File: src/pkg/pcg_defs.svh
`ifndef PCG_DEFS_SVH
`define PCG_DEFS_SVH
// Register byte addresses
`define PCG_OFF_MAIN 32'h0001EE00
`define PCG_OFF_CODEC 32'h0001EE04
`define PCG_OFF_SYS 32'h0001EE08
`define PCG_OFF_PERIPH 32'h0001EE0C
`define PCG_OFF_NDIV 32'h0001EE10
`define PCG_OFF_MDIV 32'h0001EE14
`define PCG_OFF_ODIV 32'h0001EE18
`define PCG_OFF_PDBP 32'h0001EE1C
`define PCG_OFF_TEST 32'h0001EE20
`define PCG_OFF_STATUS 32'h0001EE24
`define PCG_OFF_GATE 32'h0001EE38
// Reset values
`define PCG_RST_MAIN 16'h0001
`define PCG_RST_CODEC 16'h0107
`define PCG_RST_SYS 16'h0000
`define PCG_RST_PERIPH 16'h0000
`define PCG_RST_NDIV 16'h0006
`define PCG_RST_MDIV 16'h001E
`define PCG_RST_ODIV 16'h0000
`define PCG_RST_PDBP 16'h0001
`define PCG_RST_TEST 16'h0000
`define PCG_RST_GATE 16'h001F
// Field positions
`define PCG_BIT_CODEC_SEL 8
`define PCG_BIT_BYPASS 0
`define PCG_BIT_PDOWN 1
`define PCG_BIT_TEST_EN 0
`define PCG_BIT_AUX1_DIS 3
`define PCG_BIT_AUX2_DIS 4
`define PCG_GATE_USB 0
`define PCG_GATE_CODEC 1
`define PCG_GATE_CARD 2
`define PCG_GATE_MEM 3
`define PCG_GATE_DMA 4
// PLL ratio offset and clock limits in MHz
`define PCG_PLL_RATIO_OFFSET 2
`define PCG_REF_MHZ 24
`define PCG_FIXED_MHZ 12
`define PCG_PWM_MAX_MHZ 1
`define PCG_PWM_MIN_RATIO (`PCG_FIXED_MHZ / `PCG_PWM_MAX_MHZ - 1)
`endif

File: src/pkg/pcg_pkg.sv
`default_nettype none
package pcg_pkg;
   // Controls driven into the analog PLL macro
   typedef struct packed {
      logic [4:0] input_ratio;
      logic [8:0] feedback_ratio;
      logic [5:0] input_ratio_eff;
      logic [9:0] feedback_ratio_eff;
      logic [1:0] pll_output_ratio;
      logic pll_bypass;
      logic pll_power_down;
      logic pll_reset;
      logic [1:0] pll_test_select;
      logic pll_aux_output_one_disable;
      logic pll_aux_output_two_disable;
   } pcg_pll_ctrl_s;
   // Derived clock waveforms
   typedef struct packed {
      logic main_clock;
      logic system_bus_clock;
      logic peripheral_bus_clock;
      logic codec_master_clock;
      logic usb_fixed_clock;
      logic card_interface_clock;
      logic dma_clock;
      logic memory_controller_clock;
      logic converter_clock;
      logic pwm_count_clock;
   } pcg_clocks_s;
endpackage
`default_nettype wire

File: src/hdl/pcg_clock_generator.sv
// The implementer's own choice: the Avalon-MM register port.
`default_nettype none
`include "pcg_defs.svh"
module pcg_clock_generator (
   input wire logic core_clk,
   input wire logic rst_n,
   input wire logic [31:0] avs_address,
   input wire logic avs_read,
   input wire logic avs_write,
   input wire logic [31:0] avs_writedata,
   input wire logic [3:0] avs_byteenable,
   output logic [31:0] avs_readdata,
   output logic avs_waitrequest,
   input wire logic ref_clk,
   input wire logic fixed_12m_clk,
   input wire logic pll_ext_reset_n,
   input wire logic [2:0] converter_ratio_select,
   input wire logic [9:0] pwm_prescale_value,
   output pcg_pkg::pcg_pll_ctrl_s pll_ctrl,
   output pcg_pkg::pcg_clocks_s clocks
);
   ////////////////////////////////////////////////////////////////////////////
   // Register bank
   logic [15:0] main_clock_divider, codec_clock_divider;
   logic [15:0] system_bus_clock_divider, peripheral_bus_clock_divider;
   logic [15:0] pll_input_divider, pll_feedback_divider, pll_output_divider;
   logic [15:0] pll_power_bypass_control, pll_test_control, clock_gate_enables;
   logic [15:0] status_word;
   logic bus_ack, wr_take;
   logic [15:0] wmask, next_rdata;

   // Two-cycle access: wait during the first, complete on the second
   assign avs_waitrequest = (avs_read || avs_write) && !bus_ack;
   assign wr_take = avs_write && bus_ack;
   assign wmask = {{8{avs_byteenable[1]}}, {8{avs_byteenable[0]}}};

   // Ack toggles one cycle after a request appears
   always_ff @(posedge core_clk or negedge rst_n) begin
      if (!rst_n)
         bus_ack <= 1'b0;
      else
         bus_ack <= (avs_read || avs_write) && !bus_ack;
   end

   // Merge a write into a register under byte enables
   function automatic logic [15:0] merge(input logic [15:0] old, input logic [15:0] data, input logic [15:0] m);
      merge = (old & ~m) | (data & m);
   endfunction

   // Software writes, taken at the edge where waitrequest is low
   always_ff @(posedge core_clk or negedge rst_n) begin
      if (!rst_n) begin
         main_clock_divider <= `PCG_RST_MAIN;
         codec_clock_divider <= `PCG_RST_CODEC;
         system_bus_clock_divider <= `PCG_RST_SYS;
         peripheral_bus_clock_divider <= `PCG_RST_PERIPH;
         pll_input_divider <= `PCG_RST_NDIV;
         pll_feedback_divider <= `PCG_RST_MDIV;
         pll_output_divider <= `PCG_RST_ODIV;
         pll_power_bypass_control <= `PCG_RST_PDBP;
         pll_test_control <= `PCG_RST_TEST;
         clock_gate_enables <= `PCG_RST_GATE;
      end else if (wr_take) begin
         unique case (avs_address)
            `PCG_OFF_MAIN: main_clock_divider <= merge(main_clock_divider, avs_writedata[15:0], wmask & 16'h00FF);
            `PCG_OFF_CODEC: codec_clock_divider <= merge(codec_clock_divider, avs_writedata[15:0], wmask & 16'h01FF);
            `PCG_OFF_SYS: system_bus_clock_divider <= merge(system_bus_clock_divider, avs_writedata[15:0],
                                                           wmask & 16'h0003);
            `PCG_OFF_PERIPH: peripheral_bus_clock_divider <= merge(peripheral_bus_clock_divider,
                                                                   avs_writedata[15:0], wmask & 16'h0003);
            `PCG_OFF_NDIV: pll_input_divider <= merge(pll_input_divider, avs_writedata[15:0], wmask & 16'h001F);
            `PCG_OFF_MDIV: pll_feedback_divider <= merge(pll_feedback_divider, avs_writedata[15:0], wmask & 16'h01FF);
            `PCG_OFF_ODIV: pll_output_divider <= merge(pll_output_divider, avs_writedata[15:0], wmask & 16'h0003);
            `PCG_OFF_PDBP: pll_power_bypass_control <= merge(pll_power_bypass_control, avs_writedata[15:0],
                                                             wmask & 16'h0003);
            `PCG_OFF_TEST: pll_test_control <= merge(pll_test_control, avs_writedata[15:0], wmask & 16'h001F);
            `PCG_OFF_GATE: clock_gate_enables <= merge(clock_gate_enables, avs_writedata[15:0], wmask & 16'h001F);
            default: ;
         endcase
      end
   end

   // Read decode; unmapped addresses read zero
   always_comb begin
      unique case (avs_address)
         `PCG_OFF_MAIN: next_rdata = main_clock_divider;
         `PCG_OFF_CODEC: next_rdata = codec_clock_divider;
         `PCG_OFF_SYS: next_rdata = system_bus_clock_divider;
         `PCG_OFF_PERIPH: next_rdata = peripheral_bus_clock_divider;
         `PCG_OFF_NDIV: next_rdata = pll_input_divider;
         `PCG_OFF_MDIV: next_rdata = pll_feedback_divider;
         `PCG_OFF_ODIV: next_rdata = pll_output_divider;
         `PCG_OFF_PDBP: next_rdata = pll_power_bypass_control;
         `PCG_OFF_TEST: next_rdata = pll_test_control;
         `PCG_OFF_STATUS: next_rdata = status_word;
         `PCG_OFF_GATE: next_rdata = clock_gate_enables;
         default: next_rdata = 16'h0000;
      endcase
   end

   // Read data captured in the waiting cycle, stands at the completing edge
   always_ff @(posedge core_clk or negedge rst_n) begin
      if (!rst_n)
         avs_readdata <= 32'h00000000;
      else if (avs_read && !bus_ack)
         avs_readdata <= {16'h0000, next_rdata};
   end

   ////////////////////////////////////////////////////////////////////////////
   // PLL controls
   logic test_mode;
   assign test_mode = pll_test_control[`PCG_BIT_TEST_EN];

   // Register fields wired to the PLL macro
   always_comb begin
      pll_ctrl.input_ratio = pll_input_divider[4:0];
      pll_ctrl.feedback_ratio = pll_feedback_divider[8:0];
      pll_ctrl.input_ratio_eff = 6'(pll_input_divider[4:0]) + 6'(`PCG_PLL_RATIO_OFFSET);
      pll_ctrl.feedback_ratio_eff = 10'(pll_feedback_divider[8:0]) + 10'(`PCG_PLL_RATIO_OFFSET);
      pll_ctrl.pll_output_ratio = pll_output_divider[1:0];
      pll_ctrl.pll_bypass = pll_power_bypass_control[`PCG_BIT_BYPASS];
      pll_ctrl.pll_power_down = pll_power_bypass_control[`PCG_BIT_PDOWN];
      pll_ctrl.pll_reset = test_mode && !pll_ext_reset_n;
      pll_ctrl.pll_test_select = pll_test_control[2:1];
      pll_ctrl.pll_aux_output_one_disable = pll_test_control[`PCG_BIT_AUX1_DIS];
      pll_ctrl.pll_aux_output_two_disable = pll_test_control[`PCG_BIT_AUX2_DIS];
   end

   ////////////////////////////////////////////////////////////////////////////
   // Source ticks: core_clk stands for the PLL output
   logic ref_prev, fixed_prev, ref_tick, fixed_tick, src_tick;

   // Edge detect the synchronous reference and fixed 12 MHz levels
   always_ff @(posedge core_clk or negedge rst_n) begin
      if (!rst_n) begin
         ref_prev <= 1'b0;
         fixed_prev <= 1'b0;
      end else begin
         ref_prev <= ref_clk;
         fixed_prev <= fixed_12m_clk;
      end
   end
   assign ref_tick = ref_clk && !ref_prev;
   assign fixed_tick = fixed_12m_clk && !fixed_prev;
   assign src_tick = pll_ctrl.pll_bypass ? ref_tick : 1'b1;

   ////////////////////////////////////////////////////////////////////////////
   // Divider chain
   logic main_start, sys_start, periph_start;
   logic main_lvl, sys_lvl, periph_lvl, codec_lvl, conv_lvl, pwm_lvl;
   logic main_run, sys_run, periph_run, codec_run, conv_run, pwm_run;
   logic [2:0] sys_ratio, periph_ratio;
   logic [9:0] pwm_ratio;
   logic codec_en;
   logic sys_pass, periph_pass, sys_clk, periph_clk;

   // Select 00..11 means divide by 1, 2, 4 or 8
   assign sys_ratio = 3'((4'h1 << system_bus_clock_divider[1:0]) - 4'h1);
   assign periph_ratio = 3'((4'h1 << peripheral_bus_clock_divider[1:0]) - 4'h1);
   // PWM prescale floored so the count clock stays at or below 1 MHz
   assign pwm_ratio = (pwm_prescale_value < 10'(`PCG_PWM_MIN_RATIO)) ? 10'(`PCG_PWM_MIN_RATIO)
                      : pwm_prescale_value;
   assign codec_en = clock_gate_enables[`PCG_GATE_CODEC] && !codec_clock_divider[`PCG_BIT_CODEC_SEL];

   // Main clock from the PLL output, 8-bit ratio
   pcg_divider #(.W(8)) u_main (.core_clk(core_clk), .rst_n(rst_n), .tick(src_tick), .enable(1'b1),
      .ratio(main_clock_divider[7:0]), .clk_level(main_lvl), .period_start(main_start),
      .running(main_run));
   // System bus clock stepped by main period starts, so edges align
   pcg_divider #(.W(3)) u_sys (.core_clk(core_clk), .rst_n(rst_n), .tick(main_start), .enable(1'b1),
      .ratio(sys_ratio), .clk_level(sys_lvl), .period_start(sys_start), .running(sys_run));
   // Peripheral bus clock stepped by system bus period starts
   pcg_divider #(.W(3)) u_periph (.core_clk(core_clk), .rst_n(rst_n), .tick(sys_start), .enable(1'b1),
      .ratio(periph_ratio), .clk_level(periph_lvl), .period_start(periph_start), .running(periph_run));
   // Codec divided path from the PLL output
   pcg_divider #(.W(8)) u_codec (.core_clk(core_clk), .rst_n(rst_n), .tick(src_tick), .enable(codec_en),
      .ratio(codec_clock_divider[7:0]), .clk_level(codec_lvl), .period_start(), .running(codec_run));
   // Converter clock from the fixed 12 MHz, so never faster
   pcg_divider #(.W(3)) u_conv (.core_clk(core_clk), .rst_n(rst_n), .tick(fixed_tick), .enable(1'b1),
      .ratio(converter_ratio_select), .clk_level(conv_lvl), .period_start(), .running(conv_run));
   // PWM count clock from the fixed 12 MHz
   pcg_divider #(.W(10)) u_pwm (.core_clk(core_clk), .rst_n(rst_n), .tick(fixed_tick), .enable(1'b1),
      .ratio(pwm_ratio), .clk_level(pwm_lvl), .period_start(), .running(pwm_run));

   // Divide by one passes the main waveform, chosen at period start like a ratio
   always_ff @(posedge core_clk or negedge rst_n) begin
      if (!rst_n)
         sys_pass <= 1'b0;
      else if (sys_start)
         sys_pass <= (sys_ratio == 3'h0);
   end
   // Same for the peripheral bus, passing the system bus waveform
   always_ff @(posedge core_clk or negedge rst_n) begin
      if (!rst_n)
         periph_pass <= 1'b0;
      else if (periph_start)
         periph_pass <= (periph_ratio == 3'h0);
   end
   // Bus clocks after the pass-through; a lone divider would hold high at ratio zero
   assign sys_clk = sys_pass ? main_lvl : sys_lvl;
   assign periph_clk = periph_pass ? sys_clk : periph_lvl;

   ////////////////////////////////////////////////////////////////////////////
   // Glitch-free gates: usb, codec fixed path, card, memory, dma
   logic [4:0] gate_src, gate_en, gate_run, gate_out;
   assign gate_src = {sys_clk, sys_clk, sys_clk, fixed_12m_clk, fixed_12m_clk};
   assign gate_en = {clock_gate_enables[`PCG_GATE_DMA], clock_gate_enables[`PCG_GATE_MEM],
                     clock_gate_enables[`PCG_GATE_CARD],
                     clock_gate_enables[`PCG_GATE_CODEC] && codec_clock_divider[`PCG_BIT_CODEC_SEL],
                     clock_gate_enables[`PCG_GATE_USB]};

   // Enable changes only while the source is low
   for (genvar g = 0; g < 5; g++) begin : g_gate
      always_ff @(posedge core_clk or negedge rst_n) begin
         if (!rst_n) begin
            gate_run[g] <= 1'b0;
            gate_out[g] <= 1'b0;
         end else begin
            if (!gate_src[g])
               gate_run[g] <= gate_en[g];
            gate_out[g] <= gate_src[g] && (gate_src[g] ? gate_run[g] : gate_en[g]);
         end
      end
   end

   // Clock outputs
   always_comb begin
      clocks.main_clock = main_lvl;
      clocks.system_bus_clock = sys_clk;
      clocks.peripheral_bus_clock = periph_clk;
      clocks.codec_master_clock = codec_clock_divider[`PCG_BIT_CODEC_SEL] ? gate_out[1] : codec_lvl;
      clocks.usb_fixed_clock = gate_out[0];
      clocks.memory_controller_clock = gate_out[3];
      clocks.card_interface_clock = gate_out[2];
      clocks.dma_clock = gate_out[4];
      clocks.converter_clock = conv_lvl;
      clocks.pwm_count_clock = pwm_lvl;
   end

   // Running flags visible to software
   assign status_word = {5'h00, gate_run, pwm_run, conv_run, codec_run, periph_run, sys_run, main_run};
endmodule
`default_nettype wire

File: src/hdl/pcg_divider.sv
`default_nettype none
module pcg_divider #(
   parameter int W = 8
) (
   input wire logic core_clk,
   input wire logic rst_n,
   input wire logic tick,
   input wire logic enable,
   input wire logic [W-1:0] ratio,
   output logic clk_level,
   output logic period_start,
   output logic running
);
   logic [W-1:0] cnt, cur, next_cnt, next_cur;
   logic next_run, next_level;

   // New period starts whenever an enabled tick meets a zero count
   assign period_start = tick && (cnt == '0) && enable;

   // Ratio and enable are only taken once the count reaches zero
   always_comb begin
      next_cnt = cnt;
      next_cur = cur;
      next_run = running;
      if (tick) begin
         if (cnt == '0) begin
            next_run = enable;
            next_cnt = enable ? ratio : '0;
            next_cur = enable ? ratio : cur;
         end else begin
            next_cnt = cnt - W'(1);
         end
      end
      if (next_cur == '0)
         next_level = next_run;
      else
         next_level = next_run && ({next_cnt, 1'b0} >= ({1'b0, next_cur} + (W+1)'(1)));
   end

   // Counter state and registered waveform
   always_ff @(posedge core_clk or negedge rst_n) begin
      if (!rst_n) begin
         cnt <= '0;
         cur <= '0;
         running <= 1'b0;
         clk_level <= 1'b0;
      end else begin
         cnt <= next_cnt;
         cur <= next_cur;
         running <= next_run;
         clk_level <= next_level;
      end
   end
endmodule
`default_nettype wire

File: config.mk
export PLATFORM = sky130hd
export DESIGN_NAME = pcg_clock_generator
export DESIGN_NICKNAME = d
export VERILOG_FILES = /design/src/pkg/pcg_pkg.sv /design/src/hdl/pcg_clock_generator.sv /design/src/hdl/pcg_divider.sv
export VERILOG_INCLUDE_DIRS = /design/src /design/src/pkg
export SDC_FILE = /design/constraint.sdc
export NUM_CORES = 1
export LEC_CHECK = 0
export BUFFER_PORTS_ARGS = -buffer_cell sky130_fd_sc_hd__buf_4
export CORE_MARGIN = 2
export CORE_UTILIZATION = 55
export CTS_CLUSTER_SIZE = 14
export DETAILED_ROUTE_END_ITERATION = 8
export GPL_TIMING_DRIVEN = 1
export PLACE_DENSITY = 0.79
export SLEW_MARGIN = 20
export SYNTH_ARGS = -nofsm -noshare
export SYNTH_HDL_FRONTEND = slang
export SYNTH_SLANG_ARGS = --single-unit
File: constraint.sdc
create_clock -name core_clk -period 5.19 [get_ports core_clk]
set_input_delay 0.2595 -clock core_clk [delete_from_list [all_inputs] [get_ports core_clk]]
set_output_delay 0.2595 -clock core_clk [all_outputs]
set_load 0.02 [all_outputs]
==> results.sh, run 1 <==
export IMPL_crit_path_end_kind="flop"
export IMPL_initial_core_util_pct=56.66
export IMPL_firstDrtPassIters=5
export IMPL_yosysUniqueCellTypes=71
export IMPL_rows=47
export IMPL_crit_family="simple AND/OR/NAND/NOR gates"
export IMPL_wl_per_cell_um=19.06
export IMPL_numCtsBuffers=17
export IMPL_clockBufferDepth=2
export IMPL_coreArea_sq_um=16700
export IMPL_drtIter0Drc=695
export IMPL_final_nets=1211
export IMPL_power_leakage_nw=5.493
export IMPL_syn_inst=958
export IMPL_h_tree_depth=4
export IMPL_fin_hold_ws_ns=-0.03676
export IMPL_setup_viol=0
export IMPL_yosysWarnings=0
export IMPL_status="finished with violations"
export IMPL_path_buf_inv=2
export IMPL_path_cells="inv_1, ha_1, or4b_4, nor4_1, o2bb2ai_1, inv_1, ha_1, and4bb_2, nand2_1, xnor2_1, ha_1, and3_1, a221o_1, a21o_1, a221oi_1, o21ai_0, o21a_1"
export IMPL_hold_viol=32
export IMPL_grt_usage_pct=27.62
export IMPL_period_minus_slack_ns=4.360
export IMPL_root_buffer="clkbuf_16"
export IMPL_maxCapViolations=0
export IMPL_crit_type="flop to flop"
export IMPL_timing_rr_start="u_pwm.cnt[0]"
export IMPL_overflow=0
export IMPL_drive_gt1_share_pct=24.12
export IMPL_syn_avg_cell_area_sq_um=9.878
export IMPL_synth_edf_count=0
export IMPL_synth_top_cell_by_area="dfrtp_1"
export IMPL_yosysTopAreaCellShare_pct=37.02
export IMPL_worst_pin_slew_ns=0.9192
export IMPL_cpMostUsedCell="ha_1"
export IMPL_die_width_um=135.2
export IMPL_clk_pin_slew_ns=0.06
export IMPL_netlist_area_sq_um=9463
export IMPL_first_global_vias=7562
export IMPL_dr_total_vias=7761
export IMPL_fin_skew_ns=0.008726
export IMPL_dp_hpwl_um=18280
export IMPL_mostFrequentLayoutCells="dfrtp_1, buf_4, nand2_1"
export IMPL_die_area_sq_um=18270
export IMPL_rsz0062_at_grt="no"
export IMPL_hold_path_class="primary input to async pin"
export IMPL_cts_tree="yes"
export IMPL_cp_data_required_time_ns=5.49
export IMPL_grt_start_max_net_pins=117
export IMPL_io_pins=170
export IMPL_ys_async_sr_fraction_pct=100.0
export IMPL_wirelength_um=24750
export IMPL_slowest_delay_ns=0.49
export IMPL_ir_worst_vdd_mv=0.2635
export IMPL_crit_slowest_cell="or4b_4"
export IMPL_clock_latency_ns=0.42
export IMPL_cts_sink_count=157
export IMPL_worst_path_max_fanout=4
export IMPL_ctsResizeCount=0
export IMPL_antenna_found_initial=0
export IMPL_synth_area_leaders="dfrtp_1, ha_1, mux2_2"
export IMPL_antenna_cells=0
export IMPL_violations="negative hold slack"
export IMPL_critPathLaunch="u_pwm.cnt[0]"
export IMPL_arrival_ns=4.66
export IMPL_slew_violations=0
export IMPL_vias_per_cell=5.979
export IMPL_start_kind="flop"
export IMPL_ys_seq_area_share_pct=41.74
export IMPL_remaining_drc_errors=0
export IMPL_grt_pass1_wl_um=39120
export IMPL_timing_final_ws_setup_ns=0.8303
export IMPL_die_y_um=135.2
export IMPL_ys_ff_latch=157
export IMPL_powerDensity_nw_per_um2=370.7
export IMPL_portBuffers=123
export IMPL_dp_slack_ns=0.8994
export IMPL_fin_setup_tns_ns=0
export IMPL_final_common_cell="dfrtp_1"
export IMPL_ys_flop_type="dfrtp_1"
export IMPL_timing_final_crit_share_pct=84.00
export IMPL_fmax_ghz=0.2294
export IMPL_slew_headroom_pct=37.86
export IMPL_gp_congestion=0.9058
export IMPL_drtAntennaViolNets=0
export IMPL_syn_to_final_growth_pct=16.69
==> where the power goes <==
group | internal [mW] | switching (mW) | total, mW
clock network | 0.786 | 0.517 | 1.30
registers | 1.33 | 0.0794 | 1.40
logic | 0.587 | 0.799 | 1.39
==> cell type report <==
type | instances | area [sq um]
fillers | 1341 | 5659
multi-input cells | 703 | 4995
flip-flops and latches | 157 | 3950
repair buffers | 132 | 1002
clock buffers | 20 | 456.7
well taps | 220 | 275.3
inverters | 54 | 202.7
clock inverters | 12 | 160.2
==> final timing paths <==
kind	end	slack, ns	cells after the start
setup reg to reg	u_pwm.clk_level	0.83	17
hold / removal	u_main.cnt[1]	-0.04	1
min in group core_clk	flop	0.08	2
max in group asynchronous	async pin	4.08	2
setup / recovery	u_pwm.clk_level	0.83	17
hold reg to reg	avs_readdata[8]	0.49	2
==> timing repair <==
| action | 4_1_cts | 5_1_grt |
|---|---|---|
| setup endpoints to repair | 0 | 0 |
| hold buffers | 2 | 0 |
| endpoints found under the hold margin | 2 | 0 |
| buffers inserted | 0 | 0 |
==> Yosys cell counts, drive strengths merged, types with 4 or more instances <==
library cell    n
a211oi          4
nand2b         11
clkbuf         20
o211ai          5
a21o           20
nand3b          6
nand3          37
or2             5
and3           13
xor2            9
nor4b           5
a32oi           6
a31oi           6
a221oi          7
a222oi          4
nand4          14
mux2           56
ha             58
dfrtp         140
a22oi           6
xnor2          24
nor3           21
a31o            4
dfstp          17
nand2         111
a21oi          37
nor2b          14
nor4           16
a32o            4
o21ai          49
mux2i          28
inv            54
nor2           40
and2           13
or3             4
buf            44
==> cells by family (layout without fill, tap and decap cells) <==
kind of cell / Yosys count / in the layout / share of synthesized area (%)
other cells: 1 / 21 / 0.03963
compound gates: 182 / 182 / 13.26
xor+xnor: 33 / 33 / 3.054
flops: 157 / 157 / 41.74
mux: 85 / 85 / 9.864
fa+ha+maj: 58 / 58 / 7.669
simple gates: 324 / 324 / 18.10
buf+inv: 118 / 218 / 6.267
==> through the flow <==
step	cells	hold WS, ns	power [mW]	cell area [sq um]	utilization (%)
floorplan	978	-0.03609	2.453	9538	-
global placement	1264	0.3789	2.722	10400	62.29
detailed placement	1264	0.3801	2.778	10400	62.29
CTS	1298	0.05107	4.086	11040	66.10
global route	1298	0.06760	4.323	11040	66.11
finish	1298	-0.03676	4.094	11040	66.11
==> worst reg2reg max path, stage by stage, from the launching register on <==
cell and delay [ns]:
dfrtp_1 0.37, inv_1 0.12, ha_1 0.18, or4b_4 0.49
nor4_1 0.49, o2bb2ai_1 0.23, inv_1 0.10, ha_1 0.25
and4bb_2 0.27, nand2_1 0.07, xnor2_1 0.12, ha_1 0.26
and3_1 0.16, a221o_1 0.31, a21o_1 0.16, a221oi_1 0.29
o21ai_0 0.16, o21a_1 0.22
==> metal layers <==
layer	GRT usage, %	routed length, um
met1	37.56	10640
met2	44.92	11940
met3	5.537	1790
met4	8.565	380
met5	0	0
No activity file was read; power rests on OpenSTA's default activity.
==> run 2: changes to the inputs <==
Settings changed: CORE_UTILIZATION 55 to 51, PLACE_DENSITY 0.79 to 0.77.
Clock period 5.19 ns to 3.9 ns, I/O delays scaled along.
==> run 2 against run 1 <==
The run now ends clean. Global-route usage decreased by 1.3 points. Die area increased by 7.6%. Clock-buffer cell count decreased by 3. Critical endpoint unchanged. Sequential share of layout area decreased by 1.5 points. Maximum frequency increased by 13%. Critical path depth unchanged. Via count increased by 4.4%. Final area increased by 4.4%. Wire length increased by 3.7%. Critical path type unchanged. Setup slack got worse by 0.80 ns.
==> results.sh, run 2 (synthesis results as in run 1) <==
export IMPL_timing_final_ws_setup_ns=0.02903
export IMPL_maxCapViolations=0
export IMPL_fin_hold_ws_ns=0.02009
export IMPL_worst_pin_slew_ns=0.9278
export IMPL_root_buffer="clkbuf_16"
export IMPL_total_power_mw=5.745
export IMPL_drtIter0Drc=779
export IMPL_hold_viol=0
export IMPL_die_width_um=140.2
export IMPL_numCtsBuffers=17
export IMPL_cp_data_required_time_ns=4.22
export IMPL_grt_start_max_net_pins=110
export IMPL_wl_per_cell_um=19.02
export IMPL_final_nets=1253
export IMPL_drtAntennaViolNets=0
export IMPL_worst_path_max_fanout=2
export IMPL_timing_final_crit_share_pct=99.26
export IMPL_timing_rr_start="u_pwm.cnt[0]"
export IMPL_grt_usage_pct=26.28
export IMPL_dp_hpwl_um=18700
export IMPL_antenna_found_initial=0
export IMPL_cts_tree="yes"
export IMPL_ir_worst_vdd_mv=0.3576
export IMPL_first_global_vias=7711
export IMPL_h_tree_depth=4
export IMPL_path_buf_inv=3
export IMPL_arrival_ns=4.20
export IMPL_remaining_drc_errors=0
export IMPL_clk_pin_slew_ns=0.07
export IMPL_wirelength_um=25660
export IMPL_hold_path_class="primary input to flop"
export IMPL_drive_gt1_share_pct=29.11
export IMPL_rsz0062_at_grt="yes"
export IMPL_firstDrtPassIters=8
export IMPL_initial_core_util_pct=52.32
export IMPL_portBuffers=123
export IMPL_period_minus_slack_ns=3.871
export IMPL_fillers=1444
export IMPL_clockBufferDepth=2
export IMPL_slew_violations=0
export IMPL_dp_slack_ns=-0.1028
export IMPL_fin_skew_ns=0.009762
export IMPL_grt_pass1_wl_um=40740
export IMPL_antenna_cells=0
export IMPL_setup_viol=0
export IMPL_path_cells="inv_2, ha_4, or4b_4, buf_6, nor4_4, buf_4, a32o_2, and4bb_2, nand2_2, xnor2_2, ha_1, and3_1, a221o_1, a21o_1, a221oi_2, o21ai_1, o21a_1"
export IMPL_start_kind="flop"
export IMPL_clock_latency_ns=0.44
export IMPL_cts_sink_count=157
export IMPL_slowest_delay_ns=0.49
export IMPL_vias_per_cell=6.005
export IMPL_crit_family="simple AND/OR/NAND/NOR gates"
export IMPL_status="finished, final reports clean"
export IMPL_critPathLaunch="u_pwm.cnt[0]"
export IMPL_crit_path_end_kind="flop"
export IMPL_slew_headroom_pct=36.37
export IMPL_overflow=0
export IMPL_gp_congestion=0.9341
export IMPL_mostFrequentLayoutCells="buf_4, dfrtp_1, nand2_1"
export IMPL_syn_to_final_growth_pct=21.78
export IMPL_io_pins=170
export IMPL_crit_type="flop to flop"
export IMPL_coreArea_sq_um=18090
export IMPL_die_y_um=140.2
export IMPL_dr_total_vias=8101
export IMPL_crit_slowest_cell="or4b_4"
export IMPL_power_leakage_nw=5.720
export IMPL_die_area_sq_um=19660
export IMPL_hp_start="avs_writedata[5]"
export IMPL_fmax_ghz=0.2583
export IMPL_final_common_cell="buf_4"
export IMPL_powerDensity_nw_per_um2=498.6
export IMPL_rows=49
-- run 2: final cells by class --
type	count	area, sq um	share of cell area (%)
Clock inverter	15	150.1	1.303
Tap cell	229	286.5	2.486
Multi-Input combinational cell	703	5149	44.68
Timing Repair Buffer	174	1360	11.80
Inverter	54	202.7	1.759
Clock buffer	17	425.4	3.692
Sequential cell	157	3950	34.28
-- run 2: final timing paths --
path / slack, ns / to / cells after the start
worst min register to register: 0.49 / avs_readdata[8] / 2
worst min-delay path: 0.02 / flop / 2
worst max register to register: 0.03 / u_pwm.clk_level / 17
max in group asynchronous: 2.99 / async pin / 3
min in group asynchronous: 0.19 / u_periph.cnt[0] / 2
worst max-delay path: 0.03 / u_pwm.clk_level / 17
-- run 2: through the flow --
step                      instances  util (%)  cell area (sq um)      TNS, ns
after floorplan                 978         -               9538            0
after detailed placement       1300     58.77              10630      -0.1028
after global placement         1300     58.77              10630  -0.00004485
after CTS                      1340     62.59              11320  -0.00004974
final                          1349     63.71              11520            0
after global routing           1349     63.71              11520      -0.2203
-- run 2: timing repair --
item                                   CTS  global route
endpoints found under the hold margin  104             0
setup endpoints to repair                2             2
buffers inserted                         4             8
resized for setup                       10            29
pin swaps                                3            18
hold buffers                             4             0
-- run 2: layer usage --
layer	routed length, um	vias up	GRT usage, %
li1	-	3701	-
met3	2130	56	5.333
met5	0	-	0
met4	622	0	9.144
met1	11000	3929	36.66
met2	11910	415	41.07
-- run 2: report_power, final --
group          switching (mW)  internal [mW]  total (mW)  leakage [nW]
Clock                   0.747          0.902        1.65         0.286
Sequential             0.0918           1.76        1.85          2.03
Combinational            1.22           1.02        2.24          3.41
==> run 3: changes to the inputs <==
Settings changed: ABC_AREA set to 1, CORE_UTILIZATION 51 to 52, PLACE_DENSITY 0.77 to 0.78.
==> run 3 against run 2 <==
Wire length fell by 6.0%. Non-clock buffer count is 43 lower. Clock-buffer cell count rose by 4. Combinational power down 71%. Total power decreased by 28%. Final area is 0.36% lower. Global-route usage shrank 1.4 points. Critical path type is now primary input to flop. Largest cell class unchanged. Largest power group is now sequential cells.
==> results.sh, run 3 <==
export IMPL_vias_per_cell=5.281
export IMPL_gp_congestion=0.9451
export IMPL_synth_top_cell_by_area="dfrtp_1"
export IMPL_final_core_util_pct=61.59
export IMPL_grt_usage_pct=24.84
export IMPL_syn_avg_cell_area_sq_um=7.769
export IMPL_worst_pin_slew_ns=0.9207
export IMPL_syn_inst=1271
export IMPL_arrival_ns=3.76
export IMPL_firstDrtPassIters=5
export IMPL_io_pins=170
export IMPL_h_tree_depth=4
export IMPL_fin_setup_tns_ns=0
export IMPL_portBuffers=123
export IMPL_crit_path_end_kind="flop"
export IMPL_yosysTopAreaCellShare_pct=35.48
export IMPL_postPlaceCellArea_sq_um=10840
export IMPL_synth_most_common_cell="nand2_1"
export IMPL_timing_final_crit_share_pct=88.30
export IMPL_powerDensity_nw_per_um2=359.6
export IMPL_grt_start_max_net_pins=102
export IMPL_worst_path_max_fanout=21
export IMPL_path_buf_inv=4
export IMPL_setup_viol=0
export IMPL_fin_skew_ns=0.007244
export IMPL_cp_data_required_time_ns=4.22
export IMPL_ir_worst_vdd_mv=0.2752
export IMPL_maxCapViolations=0
export IMPL_start_kind="primary input"
export IMPL_ys_ff_latch=157
export IMPL_coreArea_sq_um=18640
export IMPL_die_width_um=141.8
export IMPL_path_cells="dlygate4sd3_1, buf_4, nand2_2, inv_2, nand3_2, nand2_4, inv_2, nor2_4, ha_1, nand2_2, nor2_2, nand2_1, xor2_1, ha_1, a21oi_1, o21ai_0, nor2_1, nand2_1, a21oi_1, a21oi_1"
export IMPL_rows=50
export IMPL_initial_core_util_pct=52.97
export IMPL_slew_headroom_pct=38.62
export IMPL_status="finished, final reports clean"
export IMPL_cts_sink_count=157
export IMPL_grt_pass1_wl_um=39430
export IMPL_ff2ff_setup_slack_ns=0.50
export IMPL_fmax_ghz=0.2904
export IMPL_ys_flop_type="dfrtp_1"
export IMPL_rsz0062_at_grt="no"
export IMPL_synth_common_cells="nand2_1, inv_1, dfrtp_1"
export IMPL_remaining_drc_errors=0
export IMPL_wl_per_cell_um=14.78
export IMPL_netlist_area_sq_um=9874
export IMPL_synth_area_leaders="dfrtp_1, nand2_1, ha_1"
export IMPL_cts_tree="yes"
export IMPL_die_y_um=141.8
export IMPL_slowest_delay_ns=0.54
export IMPL_post_cts_setup_buffers=0
export IMPL_crit_type="primary input to flop"
export IMPL_numCtsBuffers=17
export IMPL_wirelength_um=24120
export IMPL_crit_slowest_cell="dlygate4sd3_1"
export IMPL_yosysUniqueCellTypes=52
export IMPL_die_area_sq_um=20110
export IMPL_drive_gt1_share_pct=19.38
export IMPL_synth_edf_count=0
export IMPL_drtAntennaViolNets=0
export IMPL_crit_family="simple AND/OR/NAND/NOR gates"
export IMPL_period_minus_slack_ns=3.444
export IMPL_final_nets=1531
export IMPL_ys_seq_area_share_pct=40.00
export IMPL_slew_violations=0
export IMPL_drtIter0Drc=684
export IMPL_antenna_cells=0
export IMPL_overflow=0
export IMPL_dp_hpwl_um=18490
export IMPL_first_global_vias=8086
export IMPL_clock_latency_ns=0.43
export IMPL_mostFrequentLayoutCells="nand2_1, inv_1, dfrtp_1"
export IMPL_clockBufferDepth=2
export IMPL_ys_async_sr_fraction_pct=100.0
export IMPL_antenna_found_initial=0
export IMPL_cpMostUsedCell="a21oi_1"
export IMPL_dr_total_vias=8619
export IMPL_yosysWarnings=0
export IMPL_hold_path_class="primary input to flop"
export IMPL_power_leakage_nw=5.798
export IMPL_clk_pin_slew_ns=0.06
export IMPL_final_common_cell="nand2_1"
export IMPL_syn_to_final_growth_pct=16.28
export IMPL_hold_viol=0
export IMPL_stdcell_area_sq_um=11480
export IMPL_root_buffer="clkbuf_16"
-- run 3: changes by cell type after synthesis, moves of 16 or more --
cell,change
nand3_1,+52
mux2i_1,-28
inv_2,+16
mux2_2,-56
nand2_1,+201
o21ai_0,+30
nor2_1,+55
inv_1,+118
o21ai_1,+25
a21o_1,-20
nor2_2,+21
-- run 3: area by class of cell --
type / instances / area [sq um]
clock buffers: 21 / 480.5
clock inverters: 11 / 131.4
fillers: 1597 / 7161
inverters: 189 / 709.4
multi-input cells: 889 / 4911
flip-flops and latches: 157 / 3950
well taps: 234 / 292.8
repair buffers: 131 / 1007
-- run 3: timing repair --
item                                   4_1_cts  5_1_grt
hold buffers                                 3        0
endpoints found under the hold margin       94        0
gates resized for setup                      0        0
-- run 3: layer usage --
| layer | part of all wire [%] | up-vias | track usage, % |
|---|---|---|---|
| met4 | 2.8 | 0 | 9.789 |
| met2 | 46 | 323 | 40.65 |
| met1 | 44 | 3984 | 33.25 |
| met5 | 0 | - | 0 |
| li1 | - | 4265 | - |
| met3 | 6.6 | 47 | 3.982 |
-- run 3: logic make-up (layout without fill, tap and decap cells) --
logic type	Yosys count	after routing	share of synthesized area [%]
flops	157	157	40.00
buf+inv	245	352	11.02
fa+ha+maj	58	58	7.349
compound gates	181	181	10.53
xor+xnor	33	33	2.927
other cells	1	21	0.03798
simple gates	596	596	28.13
-- run 3: report_power, final --
| part | switching (mW) | total [mW] | internal, mW |
|---|---|---|---|
| Clock | 0.689 | 1.71 | 1.02 |
| Sequential | 0.0600 | 1.77 | 1.71 |
| Combinational | 0.392 | 0.648 | 0.256 |
-- run 3: worst paths after layout --
kind                                        from               to  cells after the start
worst min register to register           bus_ack          bus_ack                      1
max in group asynchronous                  rst_n        async pin                      3
worst min-delay path            avs_writedata[8]             flop                      3
worst max-delay path               fixed_12m_clk  u_pwm.clk_level                     20
min in group asynchronous                  rst_n    u_conv.cnt[2]                      2
worst max register to register        fixed_prev  u_pwm.clk_level                     19
-- run 3: stage by stage --
step	power, mW	instances	hold WS (ns)	setup WS, ns
final	4.129	1632	0.01965	0.4564
after global routing	4.326	1632	0.01828	0.2198
after CTS	4.141	1632	0.01021	0.5094
after detailed placement	2.438	1597	0.3223	0.6112
after global placement	2.411	1597	0.3134	0.7096
after floorplan	2.253	1291	-0.1006	1.050
-- run 3: worst register-to-register path: cells and delay by family (launching register included) --
family | cells | cell delay [ns]
xor gates and xnor gates | 1 | 0.16
buffers and inverters | 3 | 0.44
and+or+nand+nor | 9 | 1.34
DFF | 1 | 0.36
AOI/OAI and AO/OA | 4 | 0.46
adders and majority gates | 2 | 0.54
